### src/giq_pkg.sv
// Constants for the input qualification block
package giq_pkg;
  localparam int GIQ_ADDR_W = 8;
  localparam int GIQ_PRD_W = 8;
  localparam int GIQ_CNT_W = 9;
  localparam int GIQ_GROUPS = 5;
  localparam int GIQ_GROUP_PINS = 8;
  localparam int GIQ_AIO_N = 6;
  // Register byte offsets
  localparam logic [7:0] GIQ_OFS_CTRL_A = 8'h00;
  localparam logic [7:0] GIQ_OFS_CTRL_B = 8'h04;
  localparam logic [7:0] GIQ_OFS_QSEL_A_LO = 8'h08;
  localparam logic [7:0] GIQ_OFS_AIO = 8'h0c;
  localparam logic [7:0] GIQ_OFS_PROT = 8'h10;
  localparam logic [7:0] GIQ_OFS_QIN = 8'h14;
  // Reset values
  localparam logic [31:0] GIQ_RST_CTRL_A = 32'h0000_0000;
  localparam logic [7:0] GIQ_RST_CTRL_B = 8'h00;
  localparam logic [31:0] GIQ_RST_QSEL = 32'h0000_0000;
  localparam logic [31:0] GIQ_RST_AIO = 32'h2220_2220;
  localparam logic [31:0] GIQ_AIO_MASK = 32'h3330_3330;
  // Low bit of each analog enable field, pins 2,4,6,10,12,14
  localparam int GIQ_AIO_LSB [GIQ_AIO_N] = '{4, 8, 12, 20, 24, 28};
  localparam int GIQ_PROT_BIT = 0;
  // Qualification select codes
  typedef enum logic [1:0] {
    GIQ_SEL_SYNC = 2'h0,
    GIQ_SEL_QUAL3 = 2'h1,
    GIQ_SEL_QUAL6 = 2'h2,
    GIQ_SEL_ASYNC = 2'h3
  } giq_sel_t;
endpackage

### src/giq_qual.sv
// Input qualification: sample pacing, per-pin qualifiers, config registers
`timescale 1ns/10ps
// Notes on behaviour
// - Analog enable field 00/01 enables, 10/11 disables
// - Control registers set sample spacing for qualifiers
// - Spacing counted in system clock cycles
// - Period 0 gives 1 clock, n gives 2n
// - Port A fields serve pins in groups of eight
// - Port B has one field; upper bits read zero
// - Select register holds two bits per pin 0-15
// - Select 00 synchronises only
// - Select 01 qualifies over 3 samples
// - Select 10 qualifies over 6 samples
// - Select 11 passes pin asynchronously to peripheral
// - Select 11 on general input acts as 00
// - Control and select writes need protected enable
module giq_qual
  import giq_pkg::*;
#(
  parameter int NUM_PINS = 16
) (
  input wire logic ref_clk,
  input wire logic rst,
  input wire logic [GIQ_ADDR_W-1:0] bus_addr,
  input wire logic [31:0] bus_wdata,
  input wire logic bus_wr,
  input wire logic bus_rd,
  output logic [31:0] bus_rdata,
  input wire logic [NUM_PINS-1:0] pin_in,
  input wire logic [NUM_PINS-1:0] pin_is_gpio,
  output logic [NUM_PINS-1:0] gpio_in,
  output logic [NUM_PINS-1:0] periph_in,
  output logic [GIQ_GROUPS-1:0] sample_strobe,
  output logic [GIQ_AIO_N-1:0] analog_pin_enable
);

  logic [31:0] ctrl_a_r;
  logic [GIQ_PRD_W-1:0] ctrl_b_r;
  logic [31:0] qsel_r;
  logic [31:0] aio_r;
  logic prot_r;
  logic [31:0] rdata_r;
  logic [31:0] rdata_nxt;

  // Address decode
  wire sel_ctrl_a = (bus_addr == GIQ_OFS_CTRL_A);
  wire sel_ctrl_b = (bus_addr == GIQ_OFS_CTRL_B);
  wire sel_qsel = (bus_addr == GIQ_OFS_QSEL_A_LO);
  wire sel_aio = (bus_addr == GIQ_OFS_AIO);
  wire sel_prot = (bus_addr == GIQ_OFS_PROT);
  wire sel_qin = (bus_addr == GIQ_OFS_QIN);
  // Protected writes are dropped silently, as software expects
  wire wr_prot_ok = bus_wr && prot_r;
  wire wr_ctrl_a = wr_prot_ok && sel_ctrl_a;
  wire wr_ctrl_b = wr_prot_ok && sel_ctrl_b;
  wire wr_qsel = wr_prot_ok && sel_qsel;
  wire wr_aio = bus_wr && sel_aio;
  wire wr_protreg = bus_wr && sel_prot;

  always_ff @(posedge ref_clk) begin
    if (rst) begin
      ctrl_a_r <= GIQ_RST_CTRL_A;
      ctrl_b_r <= GIQ_RST_CTRL_B;
      qsel_r <= GIQ_RST_QSEL;
      aio_r <= GIQ_RST_AIO;
      prot_r <= 1'b0;
    end else begin
      if (wr_ctrl_a) ctrl_a_r <= bus_wdata;
      if (wr_ctrl_b) ctrl_b_r <= bus_wdata[GIQ_PRD_W-1:0];
      if (wr_qsel) qsel_r <= bus_wdata;
      // Reserved analog bits are masked off in case software ignores
      if (wr_aio) aio_r <= bus_wdata & GIQ_AIO_MASK;
      if (wr_protreg) prot_r <= bus_wdata[GIQ_PROT_BIT];
    end
  end

  always_comb begin
    rdata_nxt = 32'h0000_0000;
    if (bus_rd) begin
      unique case (1'b1)
        sel_ctrl_a: rdata_nxt = ctrl_a_r;
        sel_ctrl_b: rdata_nxt = {24'h00_0000, ctrl_b_r};
        sel_qsel: rdata_nxt = qsel_r;
        sel_aio: rdata_nxt = aio_r;
        sel_prot: rdata_nxt = {31'h0000_0000, prot_r};
        sel_qin: rdata_nxt = 32'(gpio_in);
        default: rdata_nxt = 32'h0000_0000;
      endcase
    end
  end

  always_ff @(posedge ref_clk) begin
    if (rst) rdata_r <= 32'h0000_0000;
    else rdata_r <= rdata_nxt;
  end
  assign bus_rdata = rdata_r;

  genvar a;
  generate
    for (a = 0; a < GIQ_AIO_N; a++) begin : g_aio
      assign analog_pin_enable[a] = ~aio_r[GIQ_AIO_LSB[a] + 1];
    end
  endgenerate

  // Sample pacing, one counter per group of eight pins
  logic [GIQ_PRD_W-1:0] prd_w [GIQ_GROUPS];
  logic [GIQ_CNT_W-1:0] lim_w [GIQ_GROUPS];
  genvar g;
  generate
    for (g = 0; g < GIQ_GROUPS; g++) begin : g_grp
      logic [GIQ_CNT_W-1:0] cnt_r;
      logic [GIQ_CNT_W-1:0] cnt_nxt;
      if (g < GIQ_GROUPS - 1) begin : g_a
        assign prd_w[g] = ctrl_a_r[g*GIQ_PRD_W +: GIQ_PRD_W];
      end else begin : g_b
        assign prd_w[g] = ctrl_b_r;
      end
      // Zero means every clock, otherwise 2n clocks between strobes
      assign lim_w[g] = (prd_w[g] == 8'h00) ? 9'h000 :
        {prd_w[g], 1'b0} - 9'h001;
      // >= keeps the strobe alive if the period shrinks mid-count
      assign sample_strobe[g] = (cnt_r >= lim_w[g]);
      assign cnt_nxt = sample_strobe[g] ? 9'h000 : cnt_r + 9'h001;
      always_ff @(posedge ref_clk) begin
        if (rst) cnt_r <= 9'h000;
        else cnt_r <= cnt_nxt;
      end
    end
  endgenerate

  // Per-pin synchroniser and qualifier
  logic [5:0] hist_w [NUM_PINS];
  genvar p;
  generate
    for (p = 0; p < NUM_PINS; p++) begin : g_pin
      logic meta_r;
      logic sync_r;
      logic [5:0] hist_r;
      logic q_r;
      logic q_nxt;
      giq_sel_t sel_w;
      wire strb = sample_strobe[p / GIQ_GROUP_PINS];
      wire all1_3 = &hist_r[2:0];
      wire all0_3 = ~|hist_r[2:0];
      wire all1_6 = &hist_r;
      wire all0_6 = ~|hist_r;
      assign sel_w = giq_sel_t'(qsel_r[2*p +: 2]);
      always_comb begin
        q_nxt = q_r;
        unique case (sel_w)
          GIQ_SEL_SYNC: q_nxt = sync_r;
          GIQ_SEL_QUAL3: begin
            if (all1_3) q_nxt = 1'b1;
            else if (all0_3) q_nxt = 1'b0;
          end
          GIQ_SEL_QUAL6: begin
            if (all1_6) q_nxt = 1'b1;
            else if (all0_6) q_nxt = 1'b0;
          end
          GIQ_SEL_ASYNC: q_nxt = sync_r;
        endcase
      end
      always_ff @(posedge ref_clk) begin
        if (rst) begin
          meta_r <= 1'b0;
          sync_r <= 1'b0;
          hist_r <= 6'h00;
          q_r <= 1'b0;
        end else begin
          meta_r <= pin_in[p];
          sync_r <= meta_r;
          if (strb) hist_r <= {hist_r[4:0], sync_r};
          q_r <= q_nxt;
        end
      end
      assign gpio_in[p] = q_r;
      // Async path is only for peripherals; general inputs stay synced
      assign periph_in[p] = (sel_w == GIQ_SEL_ASYNC && !pin_is_gpio[p]) ?
        pin_in[p] : q_r;
      assign hist_w[p] = hist_r;
    end
  endgenerate

  // Checking helpers for group 0 pacing
  logic [GIQ_CNT_W-1:0] gap_r;
  logic clean_r;
  always_ff @(posedge ref_clk) begin
    if (rst) begin
      gap_r <= 9'h000;
      clean_r <= 1'b1;
    end else begin
      gap_r <= sample_strobe[0] ? 9'h000 : gap_r + 9'h001;
      if (prd_w[0] != ctrl_a_r[7:0] || wr_ctrl_a) clean_r <= 1'b0;
      else if (sample_strobe[0]) clean_r <= 1'b1;
    end
  end

  // Port B pacing watcher; a period write restarts the comparison
  logic [GIQ_CNT_W-1:0] gap_b_r;
  logic clean_b_r;
  always_ff @(posedge ref_clk) begin
    if (rst) begin
      gap_b_r <= 9'h000;
      clean_b_r <= 1'b1;
    end else begin
      gap_b_r <= sample_strobe[4] ? 9'h000 : gap_b_r + 9'h001;
      if (wr_ctrl_b) clean_b_r <= 1'b0;
      else if (sample_strobe[4]) clean_b_r <= 1'b1;
    end
  end
endmodule // giq_qual

### config.mk
export PLATFORM = sky130hd
export DESIGN_NAME = giq_qual
export DESIGN_NICKNAME = d
export VERILOG_FILES = /design/src/giq_pkg.sv /design/src/giq_qual.sv
export SDC_FILE = /design/constraint.sdc
export NUM_CORES = 1
export LEC_CHECK = 0
export BUFFER_PORTS_ARGS = -buffer_cell sky130_fd_sc_hd__buf_2
export CAP_MARGIN = 20
export CORE_UTILIZATION = 62
export CTS_BUF_LIST = sky130_fd_sc_hd__clkbuf_8
export DETAILED_ROUTE_END_ITERATION = 6
export PLACE_DENSITY = 0.8
export SKIP_CTS_REPAIR_TIMING = 1
export SYNTH_ARGS = -nofsm -noshare
export SYNTH_HDL_FRONTEND = slang
export SYNTH_SLANG_ARGS = --single-unit
export TNS_END_PERCENT = 5
### constraint.sdc
create_clock -name ref_clk -period 8.25 [get_ports ref_clk]
set_input_delay 1.2375 -clock ref_clk [delete_from_list [all_inputs] [get_ports ref_clk]]
set_output_delay 1.2375 -clock ref_clk [all_outputs]
set_load 0.05 [all_outputs]
==> flow_summary.json, run 1 <==
{
  "outcome": "complete, no violations",
  "grt_usage_pct": 29.5,
  "fin_cells": 2207,
  "rrSetupSlack_ps": 4860,
  "die_y_um": 160,
  "cts_tree": "yes",
  "report.power.total_mw": 2.90,
  "startpoint": "ctrl_a_r[28]",
  "hold_path_class": "reg -> reg",
  "synth_seq_cells": 306,
  "cp-start-kind": "flip-flop",
  "clkTransAtPathRegs_ps": 60,
  "n_antenna_cell": 0,
  "fill_cells": 1912,
  "holdPathStages": 1,
  "vias": 12740,
  "postRouteWirelength_um": 37700,
  "drive_above_1_share_pct": 14.2,
  "synth-compound-area-share_pct": 10.6,
  "setup_tns_ps": 0,
  "synth-xor-area-share_pct": 3.62,
  "drc_errors": 0,
  "vias_per_cell": 5.77,
  "power_density_mw_per_mm2": 168,
  "hp-start": "g_pin[10].meta_r",
  "vdd_ir_drop_max_mv": 0.102,
  "cts_buffer_depth": 3,
  "dieWidth_um": 160,
  "cp-end-kind": "output pin",
  "async_flop_share_pct": 0,
  "synth_area_mm2": 0.0155,
  "place_hpwl_um": 26500,
  "worstReg2RegStart": "ctrl_a_r[0]",
  "cp.arrival_ps": 3640,
  "synth_enable_flop_cells": 0,
  "rsz0062_at_grt": "false",
  "grt_max_degree": 98,
  "first_pass_iters": 5,
  "ys_seq_area_share_pct": 39.6,
  "drtAntennaViolNets": 0,
  "ys_warn_count": 0,
  "drv_slew": 0,
  "grt_pass1_vias": 12496,
  "tightest_slew_ps": 1130,
  "fmax_mhz": 205,
  "clock_latency_ps": 580,
  "netlist_instances": 1732,
  "finalCriticalPeriod_ps": 4880,
  "cap_viol_max_count": 0,
  "multi_input_area_mm2": 0.00871,
  "hold_path_end": "g_pin[10].sync_r",
  "initial_core_util_pct": 63.5,
  "wl_per_cell_um": 17.1,
  "path_max_fanout": 10,
  "cts.sinks": 306,
  "ys.flop_type": "dfxtp_1",
  "drt_iter0_drc": 899,
  "setup_viol": 0,
  "relSlewSlack_pct": 24.4,
  "ys_types": 57,
  "finClkSkew_ps": 25.4,
  "worstSetupPathType": "reg -> out",
  "yosys.area_share.adder_pct": 9.54,
  "grt_pass1_wl_um": 61500,
  "post_synth.cell_area_avg_um2": 8.94,
  "cts_made_buffers": 50,
  "fin_crit_sh_pct": 59.1,
  "gp_congestion": 0.890,
  "r2r.worst_path.cells": 14,
  "reg2reg_to": "g_pin[5].hist_r[0]",
  "grt.overflow.total": 0,
  "synth_nets": 1926,
  "clock-root-buffer": "clkbuf_8",
  "nets": 2045,
  "area_growth_pct": 11.8,
  "ios": 151,
  "grt_antenna_before_repair": 1,
  "hold_violations": 0,
  "synth_mux_area_share_pct": 9.80,
  "h-tree-depth": 2,
  "rows": 57,
  "placed_cells": 2123,
  "regArea_mm2": 0.00613,
  "fp.dieArea_mm2": 0.0256,
  "coreArea_mm2": 0.0244,
  "synth_top_family_by_area": "simple AND/OR/NAND/NOR gates",
  "yosys.area_share.simple_pct": 22.4,
  "numPortBuffers": 150,
  "worstPathRequired_ps": 7010,
  "leakagePower_nw": 7.32
}
==> worst max path at each step <==
| stage | end | slack, ps | cells after the start |
|---|---|---|---|
| final | sample_strobe[3] | 3370 | 9 |
| after global routing | sample_strobe[4] | 3130 | 8 |
| after CTS | sample_strobe[3] | 3370 | 9 |
| after detailed placement | sample_strobe[3] | 4010 | 9 |
| after global placement | sample_strobe[3] | 4060 | 9 |
| after floorplan | sample_strobe[0] | 4160 | 12 |
==> metal layers <==
metal  GRT usage [%]  vias up  wire length, um
met4            13.8        2             1530
met1            37.5     5987            16400
met2            48.9      411            17500
li1                -     6236                -
met3            4.78      104             2260
met5               0        -               10
==> logic make-up (layout without fill, tap and decap cells) <==
group | count (synthesis) | in the layout
flip-flops | 306 | 306
buffers and inverters | 158 | 309
AO/OA/AOI/OAI | 254 | 254
XOR/XNOR | 64 | 64
AND/OR/NAND/NOR | 683 | 683
adder cells (fa/ha/maj) | 118 | 118
multiplexers | 149 | 149
==> placed cells by master (no fill, tap or decap), types with 36 or more instances in the layout <==
cell type  Yosys  layout
nor2_1        83      83
dfxtp_1      306     306
nor2b_1       50      50
nand2b_1     125     125
nor3_1        54      53
nand2_1      232     232
xor2_1        36      36
a21oi_1       98      98
inv_1         59      74
nand3_1       49      49
a211oi_1      39      38
mux2i_1      128     128
buf_2         19     149
ha_1         118     118
clkbuf_8       0      65
==> cells in the mapped netlist (10+ instances only) <==
| cell | number | share of area [%] |
|---|---|---|
| dfxtp_1 | 306 | 40 |
| nand2_1 | 232 | 5.6 |
| mux2i_1 | 128 | 8.3 |
| nand2b_1 | 125 | 5.1 |
| ha_1 | 118 | 9.5 |
| a21oi_1 | 98 | 3.2 |
| nor2_1 | 83 | 2.0 |
| inv_1 | 59 | 1.4 |
| clkbuf_1 | 55 | 1.3 |
| nor3_1 | 54 | 1.7 |
| nor2b_1 | 50 | 2.0 |
| nand3_1 | 49 | 1.6 |
| a211oi_1 | 39 | 1.9 |
| xor2_1 | 36 | 2.0 |
| a22oi_1 | 30 | 1.5 |
| nor4_1 | 28 | 1.1 |
| xnor2_1 | 28 | 1.6 |
| mux2_2 | 21 | 1.5 |
| o21ai_0 | 21 | 0.68 |
| buf_2 | 19 | 0.61 |
| buf_4 | 19 | 0.92 |
| o31ai_1 | 12 | 0.58 |
| a21o_1 | 10 | 0.48 |
| nor4bb_1 | 10 | 0.65 |
| or3_1 | 10 | 0.40 |
==> critical path, cell delays in order (launching register included) <==
cell	delay, ps
dfxtp_1	340
or4_1	550
nor2_1	150
nand3b_1	240
ha_1	350
nand2b_1	130
a2111oi_0	380
o21bai_1	330
a211o_1	380
buf_2	210
==> final cells by class <==
cell class	instances	area share [%]
repair buffers	164	5.02
well taps	324	2.34
clock inverters	19	0.463
inverters	61	1.32
flip-flops and latches	306	35.4
multi-input cells	1268	50.3
clock buffers	65	5.17
==> stage by stage <==
stage                     utilization, %  area [um2]  setup slack (ps)  hold slack, ps
after floorplan                        -       15500              4160             414
after global placement              66.9       16300              4060             416
after detailed placement            67.0       16300              4010             423
after CTS                           71.0       17300              3370             437
after global routing                71.0       17300              3130             447
final                               71.0       17300              3370             432
==> power by group <==
group / total, mW / internal [mW] / switching [mW]
combinational: 0.116 / 0.0428 / 0.0734
sequential: 1.50 / 1.49 / 0.0108
clock: 1.28 / 0.699 / 0.584
total: 2.90 / 2.23 / 0.668
==> flip-flops by register name (all words and copies together) (netlist names), 8 cells and up <==
| name | flops |
|---|---|
| qsel_r | 32 |
| aio_r | 12 |
| ctrl_b_r | 8 |
| g_pin.meta_r | 16 |
| g_pin.hist_r | 96 |
| g_pin.sync_r | 16 |
| bus_rdata | 32 |
| ctrl_a_r | 32 |
| g_pin.q_r | 16 |
| g_grp.cnt_r | 45 |
No activity file was read; power rests on OpenSTA's default activity.
==> run 2, diff against run 1 <==
Settings changed: CORE_UTILIZATION 62 to 56, PLACE_DENSITY 0.8 to 0.76.
Clock period 8.25 ns to 4.4 ns, I/O delays scaled along.
==> flow_summary.json, run 2 (same netlist as run 1, synthesis figures left out) <==
{
  "drc_errors": 1,
  "drt_iter0_drc": 829,
  "final_cell_mix": "dfxtp_1 (306), nand2_1 (232), buf_2 (149)",
  "finalCriticalPeriod_ps": 4250,
  "nets": 2052,
  "grt.overflow.total": 0,
  "clock_latency_ps": 580,
  "clkTransAtPathRegs_ps": 60,
  "cts.sinks": 306,
  "initial_core_util_pct": 57.3,
  "grt_usage_pct": 26.4,
  "drtAntennaViolNets": 0,
  "use_met3_pct": 4.42,
  "cts_tree": "yes",
  "fmax_mhz": 235,
  "worstPathRequired_ps": 3740,
  "fill_cells": 2245,
  "fin_crit_sh_pct": 96.5,
  "cp-end-kind": "output pin",
  "fp.dieArea_mm2": 0.0283,
  "grt_max_degree": 110,
  "fin_cells": 2235,
  "report.power.total_mw": 5.59,
  "clock-root-buffer": "clkbuf_8",
  "met1_usage_pct": 34.2,
  "met2_usage_pct": 44.3,
  "rsz0062_at_grt": "true",
  "place_hpwl_um": 26800,
  "rrSetupSlack_ps": 1070,
  "cpMaxStageDelayCell": "or4_1",
  "vias": 12713,
  "grt_antenna_before_repair": 1,
  "final_common_cell": "dfxtp_1",
  "crit_family": "simple AND/OR/NAND/NOR gates",
  "largest_reg_flops": 96,
  "area_growth_pct": 12.8,
  "busiest_layer": "met2",
  "setup_tns_ps": 0,
  "outcome": "finished with violations",
  "drive_above_1_share_pct": 15.1,
  "top_regs": "g_pin.hist_r x96, g_grp.cnt_r x45",
  "worstSetupPathType": "reg -> out",
  "leakagePower_nw": 7.39,
  "cap_viol_max_count": 0,
  "cp-start-kind": "flip-flop",
  "hold_path_class": "in -> reg",
  "cp_cell_sequence": "or4_1 > nor2_1 > nand3b_1 > ha_1 > nand2b_1 > a2111oi_1 > o21bai_1 > buf_4 > a211o_1 > buf_2",
  "finClkSkew_ps": 32.3,
  "h-tree-depth": 2,
  "vdd_ir_drop_max_mv": 0.282,
  "first_pass_iters": 7,
  "violations": "DRC",
  "cts_buffer_depth": 3,
  "placed_cells": 2146,
  "setup_viol": 0,
  "cp_slowest_stage_delay_ps": 550,
  "n_antenna_cell": 0,
  "cts_made_buffers": 51,
  "top_register": "g_pin.hist_r",
  "gp_congestion": 0.923,
  "die_y_um": 168,
  "path_max_fanout": 10,
  "numPortBuffers": 150,
  "coreArea_mm2": 0.0270,
  "dieWidth_um": 168,
  "vias_per_cell": 5.69,
  "cp.arrival_ps": 3590,
  "cp_num_buf_inv": 2,
  "tightest_slew_ps": 927,
  "hold_violations": 0,
  "power_density_mw_per_mm2": 320,
  "wl_per_cell_um": 16.9,
  "grt_pass1_vias": 12043,
  "grt_pass1_wl_um": 60600,
  "postRouteWirelength_um": 37700,
  "rows": 60,
  "drv_slew": 0,
  "relSlewSlack_pct": 38.2,
  "ios": 151
}
## run 2: cell types whose count changed in the layout (fill, tap and decap cells not counted), sizes merged
cell,change
clkinv,+6
buf,+6
clkinvlp,+1
inv,-5
clkbuf,+2
bufinv,+1
## run 2: metal layers
metal | up-vias | routed length, um
li1 | 6269 | -
met1 | 5992 | 16900
met2 | 367 | 17400
met3 | 83 | 2190
met4 | 2 | 1170
met5 | - | 10
## run 2: through the flow
| step | utilization (%) | setup slack, ps | hold WS [ps] | area, um2 |
|---|---|---|---|---|
| 2_1_floorplan | - | 890 | 414 | 15500 |
| 3_3_place_gp | 60.7 | 868 | 417 | 16400 |
| 3_5_place_dp | 60.7 | 767 | 428 | 16400 |
| 4_1_cts | 64.5 | 107 | 273 | 17400 |
| 5_1_grt | 64.6 | -72.6 | 294 | 17500 |
| 6_report | 64.6 | 153 | 302 | 17500 |
## run 2: path summary, 6_finish.rpt
check	start	endpoint	depth (start not counted)
min reg2reg	g_pin[11].meta_r	g_pin[11].sync_r	1
min	pin_in[6]	g_pin[6].meta_r	2
max	ctrl_a_r[28]	sample_strobe[3]	10
max reg2reg	ctrl_a_r[0]	g_pin[6].hist_r[0]	14
## run 2: area by class of cell
cell class / count / area (um2) / share of cell area [%]
well taps: 341 / 427 / 2.44
multi-input cells: 1268 / 8730 / 50.0
repair buffers: 170 / 907 / 5.19
inverters: 61 / 229 / 1.31
flip-flops and latches: 306 / 6130 / 35.1
clock buffers: 67 / 922 / 5.28
clock inverters: 22 / 124 / 0.709
## run 2: power by group
part           switching, mW  internal, mW
sequential            0.0201          2.80
clock                   1.14          1.41
combinational          0.138        0.0810
==> run 3, diff against run 2 <==
Settings changed: CORE_ASPECT_RATIO from default to 0.6.
==> flow_summary.json, run 3 (same netlist as run 1, synthesis figures left out) <==
{
  "nets": 2046,
  "drc_errors": 0,
  "cts.sinks": 306,
  "grt_antenna_before_repair": 2,
  "worstReg2RegStart": "ctrl_a_r[3]",
  "pre_cts_ws_ps": 684,
  "startpoint": "ctrl_b_r[3]",
  "drv_slew": 0,
  "h-tree-depth": 2,
  "power_density_mw_per_mm2": 322,
  "outcome": "complete, no violations",
  "setup_tns_ps": 0,
  "cp_slowest_stage_delay_ps": 390,
  "cp-end-kind": "output pin",
  "final_cell_mix": "dfxtp_1 (306), nand2_1 (232), buf_2 (149)",
  "fmax_mhz": 241,
  "numPortBuffers": 150,
  "first_pass_iters": 5,
  "leakagePower_nw": 7.38,
  "finalCriticalPeriod_ps": 4160,
  "fin_crit_sh_pct": 94.5,
  "clock-root-buffer": "clkbuf_8",
  "drt_iter0_drc": 1107,
  "place_hpwl_um": 28300,
  "fin_util_pct": 65.4,
  "clock_latency_ps": 590,
  "netSwitchingFraction_pct": 23.1,
  "dieWidth_um": 217,
  "hold_path_end": "g_pin[8].meta_r",
  "cpMaxStageDelayCell": "nor4_1",
  "hold_violations": 0,
  "cts_buffer_depth": 3,
  "worstSetupPathType": "reg -> out",
  "path_max_fanout": 10,
  "setup_viol": 0,
  "r2r.worst_path.cells": 12,
  "rsz0062_at_grt": "false",
  "ios": 151,
  "wl_per_cell_um": 17.6,
  "vdd_ir_drop_max_mv": 0.282,
  "area_growth_pct": 13.0,
  "tightest_slew_ps": 960,
  "cts_made_buffers": 47,
  "report.power.total_mw": 5.63,
  "multi_input_area_mm2": 0.00873,
  "hp-start": "pin_in[8]",
  "cp_cell_sequence": "nor4_1 > nand3_1 > ha_1 > nand2b_1 > a2111oi_0 > o21bai_1 > a211o_1 > buf_2",
  "vias_per_cell": 5.71,
  "hold_path_class": "in -> reg",
  "grt_pass1_wl_um": 63000,
  "grt_pass1_vias": 12267,
  "grt_usage_pct": 27.9,
  "clkTransAtPathRegs_ps": 60,
  "grt_max_degree": 151,
  "reg2reg_to": "g_pin[5].hist_r[1]",
  "coreArea_mm2": 0.0268,
  "pwr-share-comb_pct": 3.9,
  "rrSetupSlack_ps": 980,
  "fp.dieArea_mm2": 0.0283,
  "holdPathStages": 2,
  "regArea_mm2": 0.00613,
  "relSlewSlack_pct": 35.5,
  "clkPwrFrac_pct": 46.0,
  "fill_cells": 2238,
  "seq_power_share_pct": 50.1,
  "top_regs": "g_pin.hist_r x96, g_grp.cnt_r x45",
  "initial_core_util_pct": 57.8,
  "worstPathRequired_ps": 3740,
  "drive_above_1_share_pct": 14.9,
  "final_common_cell": "dfxtp_1",
  "p_switching_mw": 1.30,
  "postRouteWirelength_um": 39700,
  "die_y_um": 131,
  "grt.overflow.total": 0,
  "top_register": "g_pin.hist_r",
  "largest_reg_flops": 96,
  "cp-start-kind": "flip-flop",
  "drtAntennaViolNets": 0,
  "gp_congestion": 0.862,
  "rows": 46,
  "cts_tree": "yes",
  "vias": 12859,
  "cp.arrival_ps": 3500,
  "finalWorstSetupSlack_ps": 244,
  "intPower_mw": 4.33,
  "cap_viol_max_count": 0,
  "finClkSkew_ps": 37.0
}
==> run 3: cell count changes in the layout (fill, tap and decap cells not counted), moves of 2 or more <==
| cell | change |
|---|---|
| clkinv_2 | -5 |
| diode_2 | +4 |
| buf_4 | -3 |
| a2111oi_1 | -2 |
==> run 3: stage by stage <==
stage,instance area [um2],cells,hold slack (ps)
finish,17500,2252,311
global route,17500,2250,293
CTS,17500,2246,285
detailed placement,16400,2161,425
global placement,16400,2161,418
floorplan,15500,1732,414
==> run 3: critical path, delay by kind of cell (launching register included) <==
family,cells,cell delay (ps)
compound gates,3,1120
simple gates,3,860
fa+ha+maj,1,370
flops,1,360
buf+inv,1,210
==> run 3: cell type report <==
class	count	share of cell area [%]
diodes	4	0.0572
clock buffers	66	5.19
multi-input cells	1268	49.9
flip-flops and latches	306	35.0
well taps	360	2.57
clock inverters	19	0.815
repair buffers	168	5.17
inverters	61	1.31
==> run 3: how the worst max path moves through the flow <==
stage / to / slack, ps / depth (start not counted)
global route: sample_strobe[4] / 20 / 8
CTS: sample_strobe[3] / 30 / 9
global placement: sample_strobe[3] / 780 / 9
floorplan: sample_strobe[0] / 890 / 12
detailed placement: sample_strobe[3] / 680 / 9
finish: sample_strobe[4] / 240 / 8
==> run 3: per-layer routing <==
metal | wire length (um) | GRT usage [%] | up-vias | share of wire, %
met5 | 0 | 0 | - | 0
met1 | 18800 | 38.5 | 6030 | 47
met3 | 2640 | 5.05 | 83 | 6.7
met2 | 17300 | 44.2 | 473 | 44
li1 | - | - | 6273 | -
met4 | 995 | 9.73 | 0 | 2.5
==> run 3: power groups by stage <==
stage | logic, mW | clock network [mW] | registers [mW]
after detailed placement | 0.216 | 0 | 2.88
after global placement | 0.213 | 0 | 2.88
after CTS | 0.217 | 2.63 | 2.82
after floorplan | 0.140 | 0 | 2.87
after global routing | 0.234 | 2.78 | 2.82
final | 0.219 | 2.59 | 2.82
